<file path="src/rtl/tbs_pkg.sv">
package tbs_pkg;
  // Register byte addresses.
  localparam logic [7:0] ADDR_RX_CTRL  = 8'h00;
  localparam logic [7:0] ADDR_TX_CTRL  = 8'h04;
  localparam logic [7:0] ADDR_RX_BLOCK = 8'h08;
  localparam logic [7:0] ADDR_TX_BLOCK = 8'h0C;
  localparam logic [7:0] ADDR_STATUS   = 8'h10;
  // Receive control fields.
  localparam int RX_MF     = 0;
  localparam int RX_DOUBLE = 1;
  localparam int RX_SYNCIN = 2;
  localparam int RX_ZEROBYTE = 3;
  localparam int RX_ESF    = 4;
  localparam int RX_ELAST  = 5;
  localparam int RX_WIDE   = 6;
  // Transmit control fields.
  localparam int TX_MF     = 0;
  localparam int TX_DOUBLE = 1;
  localparam int TX_SYNCOUT = 2;
  localparam int TX_ZEROBYTE = 3;
  localparam int TX_LINKINS = 4;
  localparam int TX_PCSI   = 5;
  localparam int TX_ESF    = 6;
  // Reset values.
  localparam logic [6:0]  RX_CTRL_RESET = 7'h00;
  localparam logic [6:0]  TX_CTRL_RESET = 7'h00;
  localparam logic [31:0] BLOCK_RESET   = 32'h0000_0000;
  // Frame geometry.
  localparam logic [8:0] FRAME_BITS_T1   = 9'h0C1;
  localparam logic [8:0] FRAME_BITS_WIDE = 9'h100;
  localparam logic [4:0] MF_FRAMES_D4    = 5'h0C;
  localparam logic [4:0] MF_FRAMES_ESF   = 5'h18;
  localparam logic [4:0] ZB_LAST_FRAME   = 5'h14;
  // Pin synchroniser lanes.
  localparam int SY_RXLCLK = 0;
  localparam int SY_RXLDAT = 1;
  localparam int SY_RXLFRM = 2;
  localparam int SY_RXSCLK = 3;
  localparam int SY_RXSYNC = 4;
  localparam int SY_TXSCLK = 5;
  localparam int SY_TXSYNC = 6;
  localparam int SY_TXLCLK = 7;
  localparam int SY_TXFSYN = 8;
  localparam int SY_TXLINK = 9;
  localparam int SY_TXSIG  = 10;
  localparam int SY_COUNT  = 11;
endpackage : tbs_pkg

</file>
<file path="src/rtl/tbs_backplane_timing.sv">
`timescale 1ns/10ps
module tbs_backplane_timing
  import tbs_pkg::*;
(
  input  wire logic        clk,               // System clock, 25 MHz.
  input  wire logic        reset_n,           // Synchronous reset, active low.
  input  wire logic        psel,              // APB select.
  input  wire logic        penable,           // APB access phase.
  input  wire logic        pwrite,            // APB write.
  input  wire logic [7:0]  paddr,             // APB byte address.
  input  wire logic [31:0] pwdata,            // APB write data.
  output logic      [31:0] prdata,            // APB read data.
  output logic             pready,            // APB ready.
  output logic             pslverr,           // APB error on unmapped address.
  input  wire logic        rxLineClock,       // Receive line bit clock pin.
  input  wire logic        rxLineData,        // Receive framed data pin.
  input  wire logic        rxLineFrame,       // Receive multiframe start pin.
  input  wire logic        rxSysClock,        // Receive backplane bit clock pin.
  input  wire logic        rxFrameSyncIn,     // Receive sync pin, input level.
  output logic             rxFrameSyncOut,    // Receive sync pin, driven level.
  output logic             rxFrameSyncOe,     // Receive sync pin enable.
  output logic             rxSerialData,      // Receive backplane data.
  output logic             rxChannelBlock,    // Receive channel block.
  output logic             rxChannelClock,    // Receive channel clock.
  output logic             rxLinkData,        // Receive data link bit.
  output logic             rxLinkClock,       // Receive data link clock.
  input  wire logic        txSysClock,        // Transmit backplane bit clock pin.
  input  wire logic        txFrameSyncIn,     // Transmit sync pin, input level.
  output logic             txFrameSyncOut,    // Transmit sync pin, driven level.
  output logic             txFrameSyncOe,     // Transmit sync pin enable.
  output logic             txChannelBlock,    // Transmit channel block.
  input  wire logic        txLineClock,       // Transmit line bit clock pin.
  input  wire logic        txFormatterSync,   // Transmit formatter multiframe pin.
  input  wire logic        txLinkData,        // Transmit data link pin.
  output logic             txLinkClock,       // Transmit data link clock.
  output logic             txLinkBit,         // Sampled link bit to formatter.
  output logic             txLinkInsert,      // Pulse: insert txLinkBit.
  input  wire logic        txSignalingInput,  // Transmit signaling pin.
  output logic             txSignalingData,   // Sampled signaling bit.
  output logic             txSignalingValid   // Pulse: signaling bit accepted.
);

  // Advances a frame position; wraps the bit index and the frame number.
  function automatic logic [13:0] stepPos(input logic [8:0] idx, input logic [4:0] fr,
                                          input logic [8:0] len, input logic [4:0] mfLen);
    logic [4:0] nf;
    nf = (fr == mfLen - 5'h01) ? 5'h00 : fr + 5'h01;
    if (idx == len - 9'h001) begin
      stepPos = {nf, 9'h000};
    end else begin
      stepPos = {fr, idx + 9'h001};
    end
  endfunction : stepPos

  // Splits a bit index into F flag, channel and bit within channel.
  function automatic logic [8:0] chanOf(input logic [8:0] idx, input logic wide);
    logic [8:0] rel;
    rel = wide ? idx : idx - 9'h001;
    chanOf = {(!wide && idx == 9'h000), rel[7:3], rel[2:0]};
  endfunction : chanOf

  // Sync pattern for frame, double-width frame pulse or multiframe mode.
  function automatic logic syncAt(input logic [8:0] idx, input logic [4:0] fr,
                                  input logic [8:0] len, input logic mf, input logic dbl);
    if (mf) begin
      syncAt = (idx == 9'h000) && (fr == 5'h00);
    end else begin
      syncAt = (idx == 9'h000) || (dbl && idx == len - 9'h001);
    end
  endfunction : syncAt

  logic [6:0]  rxCtrl;
  logic [6:0]  txCtrl;
  logic [31:0] rxBlockMask;
  logic [31:0] txBlockMask;
  logic [SY_COUNT-1:0] pinRaw;
  logic [SY_COUNT-1:0] syncA;
  logic [SY_COUNT-1:0] syncB;
  logic [SY_COUNT-1:0] syncC;

  // Every pin passes two flops; the third flop only feeds edge detection.
  assign pinRaw = {txSignalingInput, txLinkData, txFormatterSync, txLineClock,
                   txFrameSyncIn, txSysClock, rxFrameSyncIn, rxSysClock,
                   rxLineFrame, rxLineData, rxLineClock};

  // Two-flop synchronisers, one lane per pin.
  genvar g;
  generate
    for (g = 0; g < SY_COUNT; g++) begin : gSync
      always_ff @(posedge clk) begin
        if (!reset_n) begin
          syncA[g] <= 1'b0;
          syncB[g] <= 1'b0;
          syncC[g] <= 1'b0;
        end else begin
          syncA[g] <= pinRaw[g];
          syncB[g] <= syncA[g];
          syncC[g] <= syncB[g];
        end
      end
    end
  endgenerate

  // Rising edges of the bit clocks act as bit-time enables.
  logic rxLineTick;
  logic rxSysTick;
  logic txSysTick;
  logic txLineTick;
  assign rxLineTick = syncB[SY_RXLCLK] & ~syncC[SY_RXLCLK];
  assign rxSysTick  = syncB[SY_RXSCLK] & ~syncC[SY_RXSCLK];
  assign txSysTick  = syncB[SY_TXSCLK] & ~syncC[SY_TXSCLK];
  assign txLineTick = syncB[SY_TXLCLK] & ~syncC[SY_TXLCLK];

  // APB decode; the slave never inserts wait states.
  logic apbSetup;
  logic apbWrite;
  logic hitRxCtrl;
  logic hitTxCtrl;
  logic hitRxBlock;
  logic hitTxBlock;
  logic hitStatus;
  logic hitAny;
  assign apbSetup   = psel & ~penable;
  assign apbWrite   = psel & penable & pwrite;
  assign hitRxCtrl  = paddr == ADDR_RX_CTRL;
  assign hitTxCtrl  = paddr == ADDR_TX_CTRL;
  assign hitRxBlock = paddr == ADDR_RX_BLOCK;
  assign hitTxBlock = paddr == ADDR_TX_BLOCK;
  assign hitStatus  = paddr == ADDR_STATUS;
  assign hitAny     = hitRxCtrl | hitTxCtrl | hitRxBlock | hitTxBlock | hitStatus;
  assign pready     = 1'b1;
  assign pslverr    = psel & penable & ~hitAny;

  // Control registers; writes to unmapped or status addresses are dropped.
  always_ff @(posedge clk) begin
    if (!reset_n) begin
      rxCtrl      <= RX_CTRL_RESET;
      txCtrl      <= TX_CTRL_RESET;
      rxBlockMask <= BLOCK_RESET;
      txBlockMask <= BLOCK_RESET;
    end else if (apbWrite) begin
      if (hitRxCtrl)  rxCtrl      <= pwdata[6:0];
      if (hitTxCtrl)  txCtrl      <= pwdata[6:0];
      if (hitRxBlock) rxBlockMask <= pwdata;
      if (hitTxBlock) txBlockMask <= pwdata;
    end
  end

  // Receive mode decoding.
  logic       rxWide;
  logic [8:0] rxBpLen;
  logic [4:0] rxMfLen;
  logic       rxTarget;
  assign rxWide  = rxCtrl[RX_WIDE] & rxCtrl[RX_ELAST];
  assign rxBpLen = rxWide ? FRAME_BITS_WIDE : FRAME_BITS_T1;
  assign rxMfLen = rxCtrl[RX_ESF] ? MF_FRAMES_ESF : MF_FRAMES_D4;

  // Line-side receive position, aligned by the framer's multiframe pulse.
  logic [8:0]  lnIdx;
  logic [4:0]  lnFr;
  logic [13:0] lnNext;
  logic [13:0] lnStep;
  assign lnStep = stepPos(lnIdx, lnFr, FRAME_BITS_T1, rxMfLen);
  assign lnNext = syncB[SY_RXLFRM] ? 14'h0000 : lnStep;

  always_ff @(posedge clk) begin
    if (!reset_n) begin
      lnIdx <= 9'h000;
      lnFr  <= 5'h00;
    end else if (rxLineTick) begin
      {lnFr, lnIdx} <= lnNext;
    end
  end

  // Frames that carry a link bit: Fs before even, FDL before odd, Z every fourth.
  function automatic logic rxLinkFrame(input logic [4:0] fr, input logic esf,
                                       input logic zb);
    if (!esf) begin
      rxLinkFrame = fr[0];
    end else if (zb) begin
      rxLinkFrame = fr[1:0] == 2'b00;
    end else begin
      rxLinkFrame = !fr[0];
    end
  endfunction : rxLinkFrame

  // The target is the frame after the current one; the update lands in the last bit before it.
  logic [13:0] lnWrap;
  assign lnWrap   = stepPos(FRAME_BITS_T1 - 9'h001, lnFr, FRAME_BITS_T1, rxMfLen);
  assign rxTarget = rxLinkFrame(lnWrap[13:9], rxCtrl[RX_ESF], rxCtrl[RX_ZEROBYTE]);

  // Receive link runs on line timing whatever the elastic store does.
  logic rxLinkPend;
  always_ff @(posedge clk) begin
    if (!reset_n) begin
      rxLinkPend  <= 1'b0;
      rxLinkData  <= 1'b0;
      rxLinkClock <= 1'b0;
    end else if (rxLineTick) begin
      if (lnNext[8:0] == 9'h000 &&
          rxLinkFrame(lnNext[13:9], rxCtrl[RX_ESF], rxCtrl[RX_ZEROBYTE])) begin
        rxLinkPend <= syncB[SY_RXLDAT];
      end
      // Update lands one bit time ahead of the target frame's F bit.
      if (lnIdx == FRAME_BITS_T1 - 9'h002 && rxTarget) begin
        rxLinkData  <= rxLinkPend;
        rxLinkClock <= 1'b1;
      end else begin
        rxLinkClock <= 1'b0;
      end
    end
  end

  // Backplane receive position: follows the line without the elastic store,
  // otherwise runs on the backplane clock and is realigned by an input sync.
  logic [8:0]  bpIdx;
  logic [4:0]  bpFr;
  logic        bpTick;
  logic        rxSyncPrev;
  logic        rxSyncEdge;
  logic [13:0] bpResync;
  logic [13:0] bpNext;
  assign bpTick     = rxCtrl[RX_ELAST] ? rxSysTick : rxLineTick;
  assign rxSyncEdge = rxCtrl[RX_SYNCIN] & syncB[SY_RXSYNC] & ~rxSyncPrev;
  assign bpResync   = rxCtrl[RX_MF] ? 14'h0000 :
                      stepPos(rxBpLen - 9'h001, bpFr, rxBpLen, rxMfLen);
  assign bpNext     = !rxCtrl[RX_ELAST] ? lnNext :
                      rxSyncEdge ? bpResync : stepPos(bpIdx, bpFr, rxBpLen, rxMfLen);

  // Decoded channel of the backplane bit about to be presented.
  logic [8:0] bpChan;
  logic       bpIsF;
  logic [4:0] bpCh;
  logic [2:0] bpBit;
  logic       bpFiller;
  logic       bpFBit;
  assign bpChan   = chanOf(bpNext[8:0], rxWide);
  assign bpIsF    = bpChan[8];
  assign bpCh     = bpChan[7:3];
  assign bpBit    = bpChan[2:0];
  assign bpFiller = rxWide && bpCh[1:0] == 2'b00;
  assign bpFBit   = rxWide && bpCh == 5'h00 && bpBit == 3'h0;

  // Receive backplane outputs, updated once per backplane bit time.
  always_ff @(posedge clk) begin
    if (!reset_n) begin
      bpIdx          <= 9'h000;
      bpFr           <= 5'h00;
      rxSyncPrev     <= 1'b0;
      rxFrameSyncOut <= 1'b0;
      rxSerialData   <= 1'b0;
      rxChannelBlock <= 1'b0;
      rxChannelClock <= 1'b0;
    end else if (bpTick) begin
      {bpFr, bpIdx}  <= bpNext;
      rxSyncPrev     <= syncB[SY_RXSYNC];
      rxFrameSyncOut <= syncAt(bpNext[8:0], bpNext[13:9], rxBpLen,
                               rxCtrl[RX_MF], rxCtrl[RX_DOUBLE]);
      // Filler channels read as ones except the carried F bit.
      rxSerialData   <= (bpFiller && !bpFBit) ? 1'b1 : syncB[SY_RXLDAT];
      rxChannelBlock <= !bpIsF && (rxBlockMask[bpCh] || bpFiller);
      rxChannelClock <= !bpIsF && bpBit == 3'h0 && !bpFiller;
    end
  end

  // Drive the receive sync pin only in output mode.
  assign rxFrameSyncOe = ~rxCtrl[RX_SYNCIN];

  // Transmit backplane position, realigned by the sync pin in input mode.
  logic [4:0]  txMfLen;
  logic [8:0]  tbIdx;
  logic [4:0]  tbFr;
  logic        txSyncPrev;
  logic        txSyncEdge;
  logic [13:0] tbResync;
  logic [13:0] tbNext;
  logic [8:0]  tbChan;
  logic        tbBlocked;
  assign txMfLen    = txCtrl[TX_ESF] ? MF_FRAMES_ESF : MF_FRAMES_D4;
  assign txSyncEdge = ~txCtrl[TX_SYNCOUT] & syncB[SY_TXSYNC] & ~txSyncPrev;
  assign tbResync   = txCtrl[TX_MF] ? 14'h0000 :
                      stepPos(FRAME_BITS_T1 - 9'h001, tbFr, FRAME_BITS_T1, txMfLen);
  assign tbNext     = txSyncEdge ? tbResync :
                      stepPos(tbIdx, tbFr, FRAME_BITS_T1, txMfLen);
  assign tbChan     = chanOf(tbNext[8:0], 1'b0);
  assign tbBlocked  = !tbChan[8] && txBlockMask[tbChan[7:3]];

  // Transmit backplane outputs and signaling capture.
  always_ff @(posedge clk) begin
    if (!reset_n) begin
      tbIdx            <= 9'h000;
      tbFr             <= 5'h00;
      txSyncPrev       <= 1'b0;
      txFrameSyncOut   <= 1'b0;
      txChannelBlock   <= 1'b0;
      txSignalingData  <= 1'b0;
      txSignalingValid <= 1'b0;
    end else if (txSysTick) begin
      {tbFr, tbIdx}    <= tbNext;
      txSyncPrev       <= syncB[SY_TXSYNC];
      txFrameSyncOut   <= syncAt(tbNext[8:0], tbNext[13:9], FRAME_BITS_T1,
                                 txCtrl[TX_MF], txCtrl[TX_DOUBLE]);
      txChannelBlock   <= tbBlocked;
      txSignalingData  <= syncB[SY_TXSIG];
      // Blocked channels keep their old signaling when per-channel insert is on.
      txSignalingValid <= !tbChan[8] && !(txCtrl[TX_PCSI] && tbBlocked);
    end else begin
      txSignalingValid <= 1'b0;
    end
  end

  // Drive the transmit sync pin only in output mode.
  assign txFrameSyncOe = txCtrl[TX_SYNCOUT];

  // Transmit link position on the line clock, aligned by the formatter sync.
  logic [8:0]  tlIdx;
  logic [4:0]  tlFr;
  logic [13:0] tlNext;
  logic [13:0] tlStep;
  logic        txTargetNow;
  logic        txTargetNext;
  assign tlStep = stepPos(tlIdx, tlFr, FRAME_BITS_T1, txMfLen);
  assign tlNext = syncB[SY_TXFSYN] ? 14'h0000 : tlStep;

  // Frame numbers are counted from zero, so frame one is index zero.
  function automatic logic txLinkFrame(input logic [4:0] fr, input logic esf,
                                       input logic zb);
    if (!esf) begin
      txLinkFrame = fr[0];
    end else if (zb) begin
      txLinkFrame = fr[1:0] == 2'b00 && fr <= ZB_LAST_FRAME;
    end else begin
      txLinkFrame = !fr[0];
    end
  endfunction : txLinkFrame

  assign txTargetNow  = tlNext[8:0] == 9'h000 &&
                        txLinkFrame(tlNext[13:9], txCtrl[TX_ESF], txCtrl[TX_ZEROBYTE]);
  assign txTargetNext = tlNext[8:0] == FRAME_BITS_T1 - 9'h001 &&
                        txLinkFrame(tlStep[13:9] == txMfLen - 5'h01 ? 5'h00 :
                                    tlNext[13:9] + 5'h01,
                                    txCtrl[TX_ESF], txCtrl[TX_ZEROBYTE]);

  // The link clock asks for a bit one bit time before it is sampled at the F bit.
  always_ff @(posedge clk) begin
    if (!reset_n) begin
      tlIdx        <= 9'h000;
      tlFr         <= 5'h00;
      txLinkClock  <= 1'b0;
      txLinkBit    <= 1'b0;
      txLinkInsert <= 1'b0;
    end else if (txLineTick) begin
      {tlFr, tlIdx} <= tlNext;
      txLinkClock   <= txTargetNext;
      if (txTargetNow) begin
        txLinkBit <= syncB[SY_TXLINK];
      end
      txLinkInsert  <= txTargetNow && txCtrl[TX_LINKINS];
    end else begin
      txLinkInsert  <= 1'b0;
    end
  end

  // Read data is captured in the setup phase so the access phase needs no wait.
  always_ff @(posedge clk) begin
    if (!reset_n) begin
      prdata <= 32'h0000_0000;
    end else if (apbSetup) begin
      prdata <= hitRxCtrl  ? {25'h0000000, rxCtrl} :
                hitTxCtrl  ? {25'h0000000, txCtrl} :
                hitRxBlock ? rxBlockMask :
                hitTxBlock ? txBlockMask :
                hitStatus  ? {17'h00000, tlFr, bpFr, lnFr} : 32'h0000_0000;
    end
  end

endmodule : tbs_backplane_timing

</file>
<file path="config.mk">
export PLATFORM = sky130hd
export DESIGN_NAME = tbs_backplane_timing
export DESIGN_NICKNAME = d
export VERILOG_FILES = /design/src/rtl/tbs_pkg.sv /design/src/rtl/tbs_backplane_timing.sv
export SDC_FILE = /design/constraint.sdc
export NUM_CORES = 1
export LEC_CHECK = 0
export BUFFER_PORTS_ARGS = -buffer_cell sky130_fd_sc_hd__buf_2
export CAP_MARGIN = 20
export CELL_PAD_IN_SITES_DETAIL_PLACEMENT = 1
export CELL_PAD_IN_SITES_GLOBAL_PLACEMENT = 2
export CORE_MARGIN = 10
export CORE_UTILIZATION = 33
export CTS_CLUSTER_DIAMETER = 150
export DETAILED_ROUTE_END_ITERATION = 12
export PLACE_DENSITY = 0.87
export SKIP_CTS_REPAIR_TIMING = 1
export SYNTH_ARGS = -nofsm -noshare
export SYNTH_HDL_FRONTEND = slang
export SYNTH_SLANG_ARGS = --single-unit
</file>
<file path="constraint.sdc">
create_clock -name clk -period 3.78 [get_ports clk]
set_clock_uncertainty 0.1 [all_clocks]
set_input_delay 0.378 -clock clk [delete_from_list [all_inputs] [get_ports clk]]
set_output_delay 0.378 -clock clk [all_outputs]
set_load 0.03 [all_outputs]
</file>
==> results by group <==
Power and ir drop
  – Areal power density over the cells: 377 mW/mm^2
  – Leak pwr: 0.00527 uW
  – Maximum vdd ir drop: 0.000336 V

Worst setup path
  – Worst endpoint data arrival time: 4010 ps
  – Critical Path Sink Type: register
  – Data required time of the worst path: 4120 ps
  – Category of the most critical setup path: reg -> reg
  – CP Max Fanout: 3
  – Sort of element at the start of the critical path: register

Clock network
  – Clock root cell: clkbuf_16
  – TritonCTS Sinks: 208
  – CTS tree: built
  – Largest buffer count on any clock path: 3
  – Clock network latency to the later pin of the worst-skew pair: 560 ps
  – Clock Pin Slew Worst Setup and Hold Paths: 60 ps
  – Total clock buffers created by CTS: 26
  – CTS HTree Levels: 1

Synthesis
  – Total nets after synthesis: 1,412
  – Fraction of registers with async set or reset after synthesis: 0%
  – Gate count after technology mapping: 1,340
  – Share of the synthesized area in the top cell type: 37.1%
  – Total of warnings raised by yosys: 0
  – Sequential share of the synthesized area: 37.1%
  – Synthesized flop and latch total: 208
  – Cell taking the most area after synthesis: dfxtp_1
  – Top-count cell post-synth: nand2_1
  – Number of enable flip-flop cells after synthesis: 0
  – Mean instance size in the synthesized netlist: 8.38 um^2
  – Unique masters post-synth: 78
  – Post-synthesis cell area: 0.0112 mm^2
  – Dominant synthesized flop cell: dfxtp_1
  – Most numerous cell types in the synthesized netlist: nand2_1, dfxtp_1, a21boi_0
  – Cells taking the most area after synthesis: dfxtp_1, nand2_1, mux2i_1

Timing
  – Final period util: 96.9%
  – Crit path time final: 3660 ps
  – Max-slew headroom: 31.5%
  – Number of max-slew violations in the final report: 0
  – Tightest hold margin: -21.0 ps
  – Sum of negative setup slack: 0 ps
  – Fmax: 273 MHz
  – Final setup violating endpoints: 0
  – Hold violation total from the final report: 18
  – Slew of the pin with the lowest slew margin: 1030 ps

Global route
  – Initial antenna violation count: 3
  – First-pass GRT wire length: 58,900 um
  – Largest net degree at the start of global routing: 89
  – Leftover overflow at the end of global routing: 0
  – Global-route usage over all layers: 17.3%
  – Via count of the first global-routing pass: 10,400

Status
  – Result of the run: finished, violations left
  – Violated checks: negative hold slack

Floorplan
  – Num ports: 105
  – Starting density of the core: 33.5%
  – Die boundary height: 205 um
  – Core area: 0.0335 mm^2
  – Die W: 205 um
  – Die Footprint: 0.0418 mm^2
  – Row cnt: 67

Routing
  – WL/cell: 19.7 um
  – Drt via density: 5.31
  – Total detailed-routing wirelength: 37,800 um
  – DRC violations left: 0
  – Remaining number of nets flagged by the antenna check after routing: 0
  – Detailed Routing Iterations Pass 1: 4
  – Vias after detailed routing: 10,200
  – Initial drt markers: 614

Layout
  – Count of nets after finishing: 1,519
  – Final standard cell area without fillers: 0.0134 mm^2
  – Fraction of layout cells with a size suffix above 1: 16.2%
  – Number of standard cells in the final layout excluding fillers: 1,915
  – Area delta synth->final: 19.0%
  – Number of fill cells: 4,011
  – Total area of multi-input combinational cells: 0.00672 mm^2
  – Area of all sequential standard cells: 0.00416 mm^2

Placement
  – DP HPWL: 27,000 um
  – Number of placed instances with taps included: 1,847
  – Quantity of I/O buffers inserted on ports: 103
  – Placed cell areas: 0.0123 mm^2
  – Gp weighted congestion: 0.920

Hold path
  – Worst min-delay path class: in -> reg

Flow run
  – Max-cap check violation count: 0
[placed cells by master (no fill, tap or decap), types with 49 or more instances in the layout]
master,Yosys,final
and2_1,52,52
a21oi_1,53,52
buf_2,3,102
nand2_1,242,242
nor2_1,60,60
a21boi_0,84,82
dfxtp_1,208,208
nor2b_1,60,60
buf_4,2,49
mux2i_1,67,67
[per-stage QoR]
stage | util (%) | worst slack (ps) | total power (uW) | hold WS, ps
4_1_cts | 39.2 | -135 | 5060 | -82.0
3_3_place_gp | 36.8 | -37.1 | 2660 | 312
3_5_place_dp | 36.8 | -144 | 2670 | 321
6_report | 39.9 | 118 | 5040 | -21.0
2_1_floorplan | - | 47.7 | 2530 | 312
5_1_grt | 39.9 | -47.0 | 5210 | 3.44
[state kept, by name, indices dropped and copies added, names as in the netlist, 4 cells and up]
register     count
tlIdx            9
syncA           11
tlFr             5
prdata          32
txCtrl           7
tbFr             5
bpFr             5
lnIdx            9
syncB           11
tbIdx            9
syncC            4
rxBlockMask     32
lnFr             5
bpIdx            9
rxCtrl           7
txBlockMask     32
[final cells by class]
cell class	count	area share, %
Inverter	17	0.477
Multi-Input combinational cell	1028	50.3
Antenna cell	2	0.0374
Clock buffer	42	5.84
Clock inverter	4	0.262
Tap cell	448	4.19
Sequential cell	208	31.1
Timing Repair Buffer	166	7.77
[where the power goes]
part / switching, uW / internal, uW
clock network: 986 / 1400
registers: 25.4 / 2220
logic: 237 / 166
[metal layers]
layer | wire [um] | track usage [%]
met1 | 17600 | 23.1
met2 | 17800 | 28.6
met3 | 1470 | 2.42
met4 | 880 | 5.03
met5 | 0 | 0
[worst paths after layout]
check	depth (start not counted)	slack, ps	to	from
max	13	120	rxChannelBlock	bpIdx[0]
min reg2reg	1	330	syncB[7]	syncA[7]
min	3	-20	txBlockMask[23]	pwdata[23]
max reg2reg	13	120	rxChannelBlock	bpIdx[0]
[logic make-up after synthesis]
group	after synthesis	share of synthesized area, %
AND/OR/NAND/NOR	591	26.4
buffers and inverters	104	3.64
other	1	0.0334
AO/OA/AOI/OAI	283	17.6
multiplexers	91	9.71
XOR/XNOR	46	3.82
adder cells (fa/ha/maj)	16	1.78
flip-flops	208	37.1
[worst max-delay path: stages, from the launching register on]
cell and delay, ps:
dfxtp_1 320, or4_4 580, nor4_2 290, or3_1 170
a21boi_2 210, ha_1 220, and2_1 180, nand2_2 100
xor2_4 200, buf_4 140, mux4_1 550, mux2_2 290
o22ai_2 170, a211oi_2 60
No activity file was read; power rests on OpenSTA's default activity.
